==> src/verilog/timer_frame_regs.svh <==
// Register offsets, field positions, reset values for the timer frame
`ifndef TIMER_FRAME_REGS_SVH
`define TIMER_FRAME_REGS_SVH

// Per-unit register block: unit n at base n*0x20
`define UNIT_STRIDE      32'h0000_0020
`define OFS_CTRL         5'h00
`define OFS_CMP_A        5'h04
`define OFS_CMP_P        5'h08
`define OFS_COUNT        5'h0C
// Global registers
`define OFS_PIN_CTRL     32'h0000_0080
`define OFS_IRQ_STATUS   32'h0000_0084
`define OFS_IRQ_MASK     32'h0000_0088

// Control register fields
`define CTRL_ON_BIT      0
`define CTRL_PAUSE_BIT   1
`define CTRL_CKSEL_LSB   2
`define CTRL_EDGE_BIT    5
`define CTRL_OUTMODE_LSB 6
`define CTRL_CLR_P_BIT   8
`define CTRL_CLR_A_BIT   9
`define CTRL_INIT_BIT    10
`define CTRL_POL_BIT     11
`define CTRL_RESET       12'h000

// Clock select codes
`define CK_SYS_DIV4      3'h0
`define CK_SYS           3'h1
`define CK_HIGH_DIV16    3'h2
`define CK_HIGH_DIV64    3'h3
`define CK_TIMEBASE      3'h4
`define CK_EXT_RISE      3'h5
`define CK_EXT           3'h7

// Prescaler divisions of mclk
`define DIV_SYS          8'h04
`define DIV_HIGH16       8'h10
`define DIV_HIGH64       8'h40
`define DIV_TIMEBASE     8'hFF

`define PIN_CTRL_RESET   5'h00
`define COUNT_WIDTH      10
`define NUM_UNITS        4

`endif
==> src/verilog/timer_frame_pkg.sv <==
// Types shared by the timer frame
package timer_frame_pkg;
    typedef logic [9:0] count_type;
    typedef enum logic [1:0] {
        OUT_HOLD,
        OUT_LOW,
        OUT_HIGH,
        OUT_TOGGLE
    } out_mode_type;
endpackage : timer_frame_pkg

==> src/verilog/timer_frame.sv <==
// Four 10-bit timer units with APB registers, pins and interrupts
// Function
// - Four units, unit zero periodic, three compact, each with 10-bit counter.
// - Counters run freely; equality with comparator is a match that may clear.
// - Each unit has separate interrupt sources for comparator A and P.
// - Three-bit select picks system, high, timebase or external clock.
// - One external input per unit, used only when the select picks it.
// - Software chooses rising or falling active edge of the external input.
// - On match the output pin is set high, low, or toggled.
// - Unit waveform appears on its own output pin.
// - One control bit per pin chooses timer output or other function.
// - Periodic unit has two output pins, compact units one each.
// - Periodic pair can be complementary, polarity from port data bits.
// - Pin control bit 1 gives timer function, 0 keeps other function.
`include "timer_frame_regs.svh"

module timer_frame (
    // Clock and reset
    input  wire logic        mclk,
    input  wire logic        reset,
    // APB slave
    input  wire logic        psel,
    input  wire logic        penable,
    input  wire logic        pwrite,
    input  wire logic [31:0] paddr,
    input  wire logic [31:0] pwdata,
    output logic      [31:0] prdata,
    output logic             pready,
    output logic             pslverr,
    // External count inputs, one per unit
    input  wire logic [3:0]  ext_count_input,
    // Polarity of the periodic pair, from port data bits
    input  wire logic [1:0]  periodic_port_data,
    // Alternative function levels for each output pin
    input  wire logic [4:0]  alt_pin_level,
    // Output pins: periodic_out_primary, periodic_out_secondary, compact 1..3
    output logic             periodic_out_primary,
    output logic             periodic_out_secondary,
    output logic [3:1]       timer_out_pin,
    // Interrupt
    output logic             irq
);
    import timer_frame_pkg::*;

    ////////////////////////////////////////////////////////////////////////
    // State
    logic [11:0] ctrl       [4];
    count_type   cmp_a      [4];
    count_type   cmp_p      [4];
    count_type   count      [4];
    logic [3:0]  out_level;
    logic [4:0]  pin_ctrl;
    logic [7:0]  irq_status;
    logic [7:0]  irq_mask;
    logic [2:0]  ext_sync   [4];
    logic [3:0]  ext_stable;
    logic [7:0]  div_count;

    logic [11:0] next_ctrl  [4];
    count_type   next_cmp_a [4];
    count_type   next_cmp_p [4];
    count_type   next_count [4];
    logic [3:0]  next_out_level;
    logic [4:0]  next_pin_ctrl;
    logic [7:0]  next_irq_status;
    logic [7:0]  next_irq_mask;
    logic [2:0]  next_ext_sync [4];
    logic [3:0]  next_ext_stable;
    logic [7:0]  next_div_count;
    logic [31:0] next_prdata;

    logic [3:0]  tick;
    logic [3:0]  ext_rise;
    logic [3:0]  ext_fall;
    logic [3:0]  match_a;
    logic [3:0]  match_p;
    logic        wr_en;
    logic        rd_en;
    logic        sys_en;
    logic        high16_en;
    logic        high64_en;
    logic        tb_en;

    assign wr_en   = psel && penable && pwrite;
    assign rd_en   = psel && !penable && !pwrite;
    // Zero wait states: every transfer ends in its first access cycle
    assign pready  = 1'b1;
    assign pslverr = 1'b0;

    ////////////////////////////////////////////////////////////////////////
    // Prescaler enables: one free divider gives every divided rate
    assign sys_en    = (div_count[1:0] == 2'h3);
    assign high16_en = (div_count[3:0] == 4'hF);
    assign high64_en = (div_count[5:0] == 6'h3F);
    assign tb_en     = (div_count == 8'hFF);

    always_comb begin
        next_div_count = div_count + 8'h01;
    end

    ////////////////////////////////////////////////////////////////////////
    // External inputs: a level counts once the second and third flops
    // agree, so a single sampled glitch never makes an edge
    // Flops reset low, the idle level, so no false edge follows reset
    always_comb begin
        for (int i = 0; i < `NUM_UNITS; i++) begin
            logic agreed;
            agreed = (ext_sync[i][1] == ext_sync[i][2]);
            next_ext_sync[i]   = {ext_sync[i][1:0], ext_count_input[i]};
            next_ext_stable[i] = agreed ? ext_sync[i][2] : ext_stable[i];
            ext_rise[i] = agreed && ext_sync[i][2] && !ext_stable[i];
            ext_fall[i] = agreed && !ext_sync[i][2] && ext_stable[i];
        end
    end

    ////////////////////////////////////////////////////////////////////////
    // Counter clock select and compare
    always_comb begin
        for (int i = 0; i < `NUM_UNITS; i++) begin
            logic [2:0] sel;
            sel = ctrl[i][`CTRL_CKSEL_LSB +: 3];
            case (sel)
                `CK_SYS_DIV4:   tick[i] = sys_en;
                `CK_SYS:        tick[i] = 1'b1;
                `CK_HIGH_DIV16: tick[i] = high16_en;
                `CK_HIGH_DIV64: tick[i] = high64_en;
                `CK_TIMEBASE:   tick[i] = tb_en;
                `CK_EXT_RISE:   tick[i] = ext_rise[i];
                `CK_EXT:        tick[i] = ctrl[i][`CTRL_EDGE_BIT]
                                          ? ext_fall[i]
                                          : ext_rise[i];
                default:        tick[i] = 1'b0;
            endcase
            match_a[i] = (count[i] == cmp_a[i]);
            match_p[i] = (count[i] == cmp_p[i]);
        end
    end

    ////////////////////////////////////////////////////////////////////////
    // Counters, outputs, registers
    always_comb begin
        next_pin_ctrl   = pin_ctrl;
        next_irq_mask   = irq_mask;
        next_irq_status = irq_status;
        next_out_level  = out_level;
        for (int i = 0; i < `NUM_UNITS; i++) begin
            logic [31:0]  base;
            out_mode_type mode;
            logic         hit;
            base = 32'(i) * `UNIT_STRIDE;
            mode = out_mode_type'(ctrl[i][`CTRL_OUTMODE_LSB +: 2]);
            next_ctrl[i]  = ctrl[i];
            next_cmp_a[i] = cmp_a[i];
            next_cmp_p[i] = cmp_p[i];
            next_count[i] = count[i];
            hit = 1'b0;
            if (ctrl[i][`CTRL_ON_BIT] && !ctrl[i][`CTRL_PAUSE_BIT]
                && tick[i]) begin
                next_count[i] = count[i] + 10'h001;
                // Both comparators act on one tick; a clear from either wins
                if (match_a[i]) begin
                    hit = 1'b1;
                    next_irq_status[2*i] = 1'b1;
                    if (ctrl[i][`CTRL_CLR_A_BIT]) begin
                        next_count[i] = '0;
                    end
                end
                if (match_p[i]) begin
                    hit = 1'b1;
                    next_irq_status[2*i+1] = 1'b1;
                    if (ctrl[i][`CTRL_CLR_P_BIT]) begin
                        next_count[i] = '0;
                    end
                end
                // One output action per tick, whichever comparator matched
                if (hit) begin
                    case (mode)
                        OUT_LOW:    next_out_level[i] = 1'b0;
                        OUT_HIGH:   next_out_level[i] = 1'b1;
                        OUT_TOGGLE: next_out_level[i] = !out_level[i];
                        default:    next_out_level[i] = out_level[i];
                    endcase
                end
            end
            // Turning a unit on restarts its count and loads its level
            if (wr_en && paddr == base + 32'(`OFS_CTRL)) begin
                next_ctrl[i] = pwdata[11:0];
                if (pwdata[`CTRL_ON_BIT] && !ctrl[i][`CTRL_ON_BIT]) begin
                    next_count[i] = '0;
                    next_out_level[i] = pwdata[`CTRL_INIT_BIT];
                end
            end
            if (wr_en && paddr == base + 32'(`OFS_CMP_A)) begin
                next_cmp_a[i] = pwdata[9:0];
            end
            if (wr_en && paddr == base + 32'(`OFS_CMP_P)) begin
                next_cmp_p[i] = pwdata[9:0];
            end
        end
        if (wr_en) begin
            case (paddr)
                `OFS_PIN_CTRL: next_pin_ctrl = pwdata[4:0];
                `OFS_IRQ_MASK: next_irq_mask = pwdata[7:0];
                `OFS_IRQ_STATUS: begin
                    // Write one to clear, a same-cycle event wins only on a flag that was clear
                    next_irq_status = next_irq_status
                                      | (irq_status & ~pwdata[7:0]);
                    for (int j = 0; j < 8; j++) begin
                        if (pwdata[j] && !(next_irq_status[j]
                            && !irq_status[j])) begin
                            next_irq_status[j] = 1'b0;
                        end
                    end
                end
                default: ;
            endcase
        end
    end

    ////////////////////////////////////////////////////////////////////////
    // Read data: loaded in the setup cycle, held until the next read,
    // so it stands through the access cycle
    always_comb begin
        next_prdata = prdata;
        if (rd_en) begin
            // Anything not decoded below reads as zero
            next_prdata = 32'h0000_0000;
            for (int i = 0; i < `NUM_UNITS; i++) begin
                logic [31:0] base;
                base = 32'(i) * `UNIT_STRIDE;
                if (paddr == base + 32'(`OFS_CTRL)) begin
                    next_prdata = {20'h0_0000, ctrl[i]};
                end
                if (paddr == base + 32'(`OFS_CMP_A)) begin
                    next_prdata = {22'h00_0000, cmp_a[i]};
                end
                if (paddr == base + 32'(`OFS_CMP_P)) begin
                    next_prdata = {22'h00_0000, cmp_p[i]};
                end
                if (paddr == base + 32'(`OFS_COUNT)) begin
                    next_prdata = {22'h00_0000, count[i]};
                end
            end
            case (paddr)
                `OFS_PIN_CTRL:   next_prdata = {27'h000_0000, pin_ctrl};
                `OFS_IRQ_STATUS: next_prdata = {24'h00_0000, irq_status};
                `OFS_IRQ_MASK:   next_prdata = {24'h00_0000, irq_mask};
                default:         ;
            endcase
        end
    end

    ////////////////////////////////////////////////////////////////////////
    // Synchronisers and prescaler
    always_ff @(posedge mclk) begin
        if (reset) begin
            for (int i = 0; i < `NUM_UNITS; i++) begin
                ext_sync[i] <= 3'h0;
            end
            ext_stable <= 4'h0;
            div_count  <= 8'h00;
        end else begin
            ext_sync   <= next_ext_sync;
            ext_stable <= next_ext_stable;
            div_count  <= next_div_count;
        end
    end

    // Unit registers
    // Compare values reset to zero, so an enabled unit matches at once
    always_ff @(posedge mclk) begin
        if (reset) begin
            for (int i = 0; i < `NUM_UNITS; i++) begin
                ctrl[i]  <= `CTRL_RESET;
                cmp_a[i] <= '0;
                cmp_p[i] <= '0;
                count[i] <= '0;
            end
            out_level <= 4'h0;
        end else begin
            ctrl      <= next_ctrl;
            cmp_a     <= next_cmp_a;
            cmp_p     <= next_cmp_p;
            count     <= next_count;
            out_level <= next_out_level;
        end
    end

    // Pin control and interrupt mask
    // Pins reset to their other function
    always_ff @(posedge mclk) begin
        if (reset) begin
            pin_ctrl <= `PIN_CTRL_RESET;
            irq_mask <= 8'h00;
        end else begin
            pin_ctrl <= next_pin_ctrl;
            irq_mask <= next_irq_mask;
        end
    end

    // Interrupt flags
    // Flags survive masking; only a written one clears them
    always_ff @(posedge mclk) begin
        if (reset) begin
            irq_status <= 8'h00;
        end else begin
            irq_status <= next_irq_status;
        end
    end

    // Read data register
    always_ff @(posedge mclk) begin
        if (reset) begin
            prdata <= 32'h0000_0000;
        end else begin
            prdata <= next_prdata;
        end
    end

    ////////////////////////////////////////////////////////////////////////
    // Pin sharing and interrupt output
    logic unit0_level;
    assign unit0_level = out_level[0] ^ ctrl[0][`CTRL_POL_BIT];

    // Periodic pair: port data bits set each pin's polarity
    always_comb begin
        periodic_out_primary   = pin_ctrl[0]
            ? unit0_level ^ periodic_port_data[0] : alt_pin_level[0];
        periodic_out_secondary = pin_ctrl[1]
            ? unit0_level ^ periodic_port_data[1] : alt_pin_level[1];
        // Compact units: one pin each, after the unit's own polarity
        for (int k = 1; k < `NUM_UNITS; k++) begin
            timer_out_pin[k] = pin_ctrl[k+1]
                ? out_level[k] ^ ctrl[k][`CTRL_POL_BIT]
                : alt_pin_level[k+1];
        end
    end

    // Level interrupt: high while any unmasked flag stands
    assign irq = |(irq_status & irq_mask);

endmodule : timer_frame

==> config.mk <==
export PLATFORM = sky130hd
export DESIGN_NAME = timer_frame
export DESIGN_NICKNAME = d
export VERILOG_FILES = /design/src/verilog/timer_frame_pkg.sv /design/src/verilog/timer_frame.sv
export VERILOG_INCLUDE_DIRS = /design/src /design/src/verilog
export SDC_FILE = /design/constraint.sdc
export NUM_CORES = 1
export LEC_CHECK = 0
export ABC_AREA = 1
export BUFFER_PORTS_ARGS = -buffer_cell sky130_fd_sc_hd__buf_2
export CORE_MARGIN = 2
export CORE_UTILIZATION = 51
export CTS_CLUSTER_DIAMETER = 50
export CTS_CLUSTER_SIZE = 28
export DETAILED_ROUTE_END_ITERATION = 10
export GPL_ROUTABILITY_DRIVEN = 0
export PLACE_DENSITY = 0.79
export RECOVER_POWER = 50
export SYNTH_ARGS = -nofsm -noshare
export SYNTH_HDL_FRONTEND = slang
export SYNTH_SLANG_ARGS = --single-unit
==> constraint.sdc <==
create_clock -name mclk -period 2.1 [get_ports mclk]
set_input_delay 0.315 -clock mclk [delete_from_list [all_inputs] [get_ports mclk]]
set_output_delay 0.315 -clock mclk [all_outputs]
set_load 0.01 [all_outputs]
# [Word-level counts from Yosys, hierarchy flattened]
# Cells that the tools add are included.
[totals] output_inout_bits=40 elab_cells=333 register_bits=249
[classes] n_addsub=5 bitwise_logic=10 n_reduce_logical=106 n_eq_ne=70 mux=112
[op_table] cell="32-bit 2-to-1 mux" count=15
[op_table] cell="10-bit 2-to-1 mux" count=28
[op_table] cell="32-bit by 7-bit == test with 1-bit output, second input constant" count=8
[op_table] cell="32-bit by 6-bit == test with 1-bit output, second input constant" count=4
[op_table] cell="32-bit by 8-bit == test with 1-bit output, second input constant" count=3
[op_table] cell="32-bit one-hot mux with 3 select lines" count=1
[op_table] cell="10-bit == test" count=8
[op_table] cell="32-bit by 4-bit == test with 1-bit output, second input constant" count=2
[op_table] cell="1-bit logical AND" count=60
[op_table] cell="1-bit 2-to-1 mux" count=53
[op_table] cell="10-bit by 1-bit adder with 10-bit output, second input constant" count=4
[op_table] cell="1-bit zero test" count=38
[op_table] cell="3-bit == test, second input constant" count=12
[op_table] cell="32-bit by 3-bit == test with 1-bit output, second input constant" count=1
[op_table] cell="32-bit zero test" count=1
[op_table] cell="1-bit one-hot mux with 7 select lines" count=4
[op_table] cell="3-bit by 2-bit == test with 1-bit output, second input constant" count=8
[op_table] cell="2-bit == test, second input constant" count=9
[op_table] cell="8-bit bitwise AND" count=2
[op_table] cell="8-bit 2-to-1 mux" count=2
[op_table] cell="3-bit by 1-bit == test with 1-bit output, second input constant" count=4
[op_table] cell="3-bit zero test" count=4
[op_table] cell="12-bit 2-to-1 mux" count=1
[op_table] cell="1-bit one-hot mux with 3 select lines" count=4
[op_table] cell="other kinds (12)" count=27

# [Logic depth before layout (Yosys ltp)]
[logic_depth] depth_word=18 mapped_depth=24 mapped_depth_nobuf=24

# [Worst setup path after synthesis]
# Ideal clock, no wire load.
[synth_path] path_kind="register to register" from="register div_count[0]" to="register count[19] in the netlist's numbering" t_arrival_ns=1.971 synth_period_minus_slack_ns=2.090 path_stages_with_launch=16 setup_slack_ns=0.010 required_time_ns=1.981 n_path_buf=0 cell_sequence="dfxtp_1 ha_1 nand2_1 inv_2 nand2_4 nor2_2 nand2_2 inv_2 o22ai_1 a221oi_1 and2_1 nand2_1 nor2_1 nand4_1 nor2_1 nor3b_2"
[synth_between] elab_chain_cells=6 elab_cells_between_ends=9
[synth_rtl] item="start, declared" line="timer_frame.sv:57" rtl="logic [7:0] div_count;"
[synth_rtl] item="start signal, assigned" line="timer_frame.sv:265" rtl="div_count <= next_div_count;"
[synth_rtl] item="8-bit == test, or another cell as far along" line="timer_frame.sv:95" rtl="assign tb_en = (div_count == 8'hFF);"
[synth_rtl] item="1-bit one-hot mux with 7 select lines (*)" line="timer_frame.sv:122" rtl="case (sel)"
[synth_rtl] item="1-bit logical AND (*)" line="timer_frame.sv:157" rtl="if (ctrl[i][`CTRL_ON_BIT] && !ctrl[i][`CTRL_PAUSE_BIT]"
[synth_rtl] item="10-bit 2-to-1 mux (*)" line="timer_frame.sv:157"
[synth_rtl] item="10-bit 2-to-1 mux" line="timer_frame.sv:188" rtl="if (pwdata[`CTRL_ON_BIT] && !ctrl[i][`CTRL_ON_BIT]) begin"
[synth_rtl] item="10-bit 2-to-1 mux (*)" line="timer_frame.sv:186" rtl="if (wr_en && paddr == base + 32'(`OFS_CTRL)) begin"
[synth_rtl] item="end signal, assigned" line="timer_frame.sv:284" rtl="count <= next_count;"
[synth_rtl] item="end, declared" line="timer_frame.sv:50" rtl="count_type count [4];"
# Mark *: on every way between the ends. The rest lies on a longest branch, timed or not.
# A chain may end at the register's enable or synchronous reset.

# [Worst setup path in the final report]
[layout_path] from="register div_count[0]" to="register count[21] in the netlist's numbering"
# Same word-level chain as after synthesis.

==> impl_metrics.json <==
{
  "status": "complete, but fails checks",
  "violations": "max-capacitance violations, max-slew violations, negative setup slack",
  "die_h_um": 162,
  "cp.arrival_ns": 2.75,
  "synth_ff_type": "dfxtp_1",
  "wl_per_cell_um": 19.0,
  "fmax_mhz": 437,
  "vias_per_cell": 5.90,
  "hpwlAfterDp_um": 33100,
  "tightest_slew_ns": 1.59,
  "synth_seq_cells": 229,
  "rsz0062_at_grt": "yes",
  "total_leakage_power_nw": 7.01,
  "place_inst": 2408,
  "grt_usage": 0.340,
  "dieArea_um2": 26400,
  "cts_buffers": 26,
  "port_buffers": 77,
  "crit_required_ns": 2.56,
  "finalWorstSetupSlack_ns": -0.190,
  "drc": 0,
  "path_clk_slew_ns": 0.07,
  "finClkSkew_ns": 0.0131,
  "post-route-util": 0.685,
  "final_layout_size_suffix_gt1_frac": 0.249,
  "setup-violations-final": 27,
  "syn-instance-count": 1883,
  "rows": 57,
  "drt_iter0_drc": 1996,
  "clock-sinks": 229,
  "cts_htree_levels": 1,
  "io_pins": 120,
  "placed_cell_area_um2": 14800,
  "clk_path_buf_depth": 3,
  "antenna_found_initial": 1,
  "powerDensity_nw_per_um2": 588,
  "async_flop_share": 0,
  "most-common-layout-cells": "nand2_1 (310), inv_1 (265), dfxtp_1 (225)",
  "final-max-slew-violation-count": 125,
  "grt_pass1_wl_um": 70700,
  "gr-total-overflow": 0,
  "design_area_um2": 16800,
  "maxCapViolations": 1,
  "hold_viol": 0,
  "fin_cells": 2498,
  "yosys-top-cells-area": "dfxtp_1 (36%), nand2_1 (10%), inv_1 (7.9%)",
  "finalNetCount": 2246,
  "postSynthAreaPerCell_um2": 6.80,
  "clock-root-buffer": "clkbuf_16",
  "critPathCaptureType": "flop",
  "grt_max_degree": 125,
  "layout_commonest_cell": "nand2_1",
  "ant_nets": 0,
  "die_w_um": 162,
  "initial_utilization": 0.523,
  "synth_top_cell_by_area": "dfxtp_1",
  "hold_path.class": "primary input to flop",
  "slew_headroom": -0.0607,
  "first_pass_iters": 9,
  "synth_top_area_share": 0.358,
  "yosysSeqAreaShare": 0.358,
  "ys_warn_count": 0,
  "critPathKind": "flop to flop",
  "synth.distinct_cells": 56,
  "period_share": 1.09,
  "startpoint_type": "flop",
  "period_minus_slack_ns": 2.29,
  "path_max_fanout": 7,
  "finalWirelength_um": 47500,
  "clk_latency_ns": 0.55,
  "area_delta_synth_final_pct": 30.9,
  "grt_pass1_vias": 13400,
  "core_um2": 24500,
  "num_vias": 14700,
  "finalSetupTns_ns": -2.37,
  "cts_tree": "yes",
  "vdd_drop_max_v": 0.000529,
  "synth-edff-count": 0,
  "netlist_area_um2": 12800
}
registers in the layout, indices dropped and copies added, names as in the netlist:
name and flops:
div_count 8, ext_sync 12, prdata 12, count 40
irq_status 8, pin_ctrl 5, ext_stable 4, irq_mask 8
cmp_a 40, ctrl 48, cmp_p 40, out_level 4
path summary, 6_finish.rpt:
check | slack [ns] | from | cells past startpoint | end
hold reg to reg | 0.40 | ext_sync[0] | 2 | ext_sync[1]
hold / removal | 0.07 | pwdata[11] | 3 | ctrl[47]
setup reg to reg | -0.19 | div_count[0] | 17 | count[21]
setup / recovery | -0.19 | div_count[0] | 17 | count[21]
synth_stat cells, types with 3 or more instances:
| cell type | count |
|---|---|
| o22ai_1 | 7 |
| or2_2 | 5 |
| nand2_2 | 9 |
| o2111ai_1 | 4 |
| nand3_1 | 52 |
| nor3_2 | 5 |
| buf_4 | 25 |
| a211oi_1 | 103 |
| o211ai_1 | 14 |
| a221oi_2 | 3 |
| nand3_2 | 5 |
| xnor2_1 | 20 |
| dfxtp_1 | 229 |
| buf_1 | 8 |
| a41oi_1 | 3 |
| nor3_1 | 31 |
| nor4_1 | 18 |
| ha_1 | 13 |
| a311oi_1 | 4 |
| nor2_2 | 10 |
| nor3b_1 | 8 |
| a21oi_1 | 124 |
| o21ai_0 | 143 |
| inv_1 | 268 |
| clkbuf_1 | 45 |
| nor2_1 | 233 |
| xor2_1 | 16 |
| nand2_1 | 344 |
| nand3_4 | 3 |
| a31oi_1 | 10 |
| inv_2 | 18 |
| o21ai_1 | 10 |
| nor2_4 | 10 |
| nand4_1 | 36 |
| buf_2 | 11 |
| a221oi_1 | 8 |
power breakdown:
part | internal (mW) | leakage, nW | switching [mW]
Sequential | 4.37 | 1.85 | 0.0140
Combinational | 0.168 | 4.72 | 0.368
Clock | 2.90 | 0.440 | 2.05
routing by layer:
layer	up-vias	wire length [um]	global-route usage
met5	-	8	0
met4	2	3630	0.206
met3	283	6010	0.0741
met2	1028	20400	0.535
met1	6698	17500	0.426
li1	6732	-	-
worst max-delay path, stage by stage, from the launching register on:
cell and delay, ns:
dfxtp_2 0.34, ha_4 0.16, nand2_2 0.06, inv_2 0.04
nand2_4 0.06, nor2_4 0.04, nand2_4 0.09, nor3_4 0.05
buf_6 0.13, buf_4 0.12, o21ai_1 0.15, nand2_1 0.08
nand2_2 0.11, clkinv_4 0.10, buf_4 0.16, a21oi_4 0.23
inv_1 0.10, a211oi_1 0.17
final cells by class:
| cell class | instances | area, um^2 |
|---|---|---|
| Multi-Input combinational cell | 1294 | 7350 |
| Fill cell | 1853 | 7700 |
| Sequential cell | 229 | 4590 |
| Timing Repair Buffer | 314 | 2390 |
| Clock inverter | 16 | 230 |
| Antenna cell | 2 | 5.00 |
| Clock buffer | 31 | 691 |
| Inverter | 288 | 1110 |
| Tap cell | 324 | 405 |
logic make-up (layout without fill, tap and decap cells):
logic type | after synthesis | in the layout | share of synthesized area
other | 2 | 24 | 0.000586
AOI/OAI and AO/OA | 440 | 440 | 0.206
adders and majority gates | 13 | 13 | 0.0127
and+or+nand+nor | 782 | 783 | 0.276
xor gates and xnor gates | 36 | 36 | 0.0246
DFF | 229 | 229 | 0.358
buffers and inverters | 381 | 649 | 0.121
what timing repair did:
| action | CTS | global route |
|---|---|---|
| setup endpoints to repair | 45 | 58 |
| pin swaps | 16 | 67 |
| gates cloned | 0 | 1 |
| buffers inserted | 10 | 31 |
| resized for setup | 56 | 159 |
| hold endpoints to repair | 4 | 0 |
| hold buffers | 4 | 0 |
through the flow:
stage | hold WS, ns | total power, mW | setup slack, ns
global route | 0.100 | 10.1 | -0.276
floorplan | 0.388 | 4.72 | 0.0104
CTS | 0.0631 | 9.80 | -0.118
detailed placement | 0.395 | 4.94 | -0.518
finish | 0.0666 | 9.87 | -0.190
global placement | 0.392 | 4.93 | -0.458
Power figures use the tool's default switching activity.
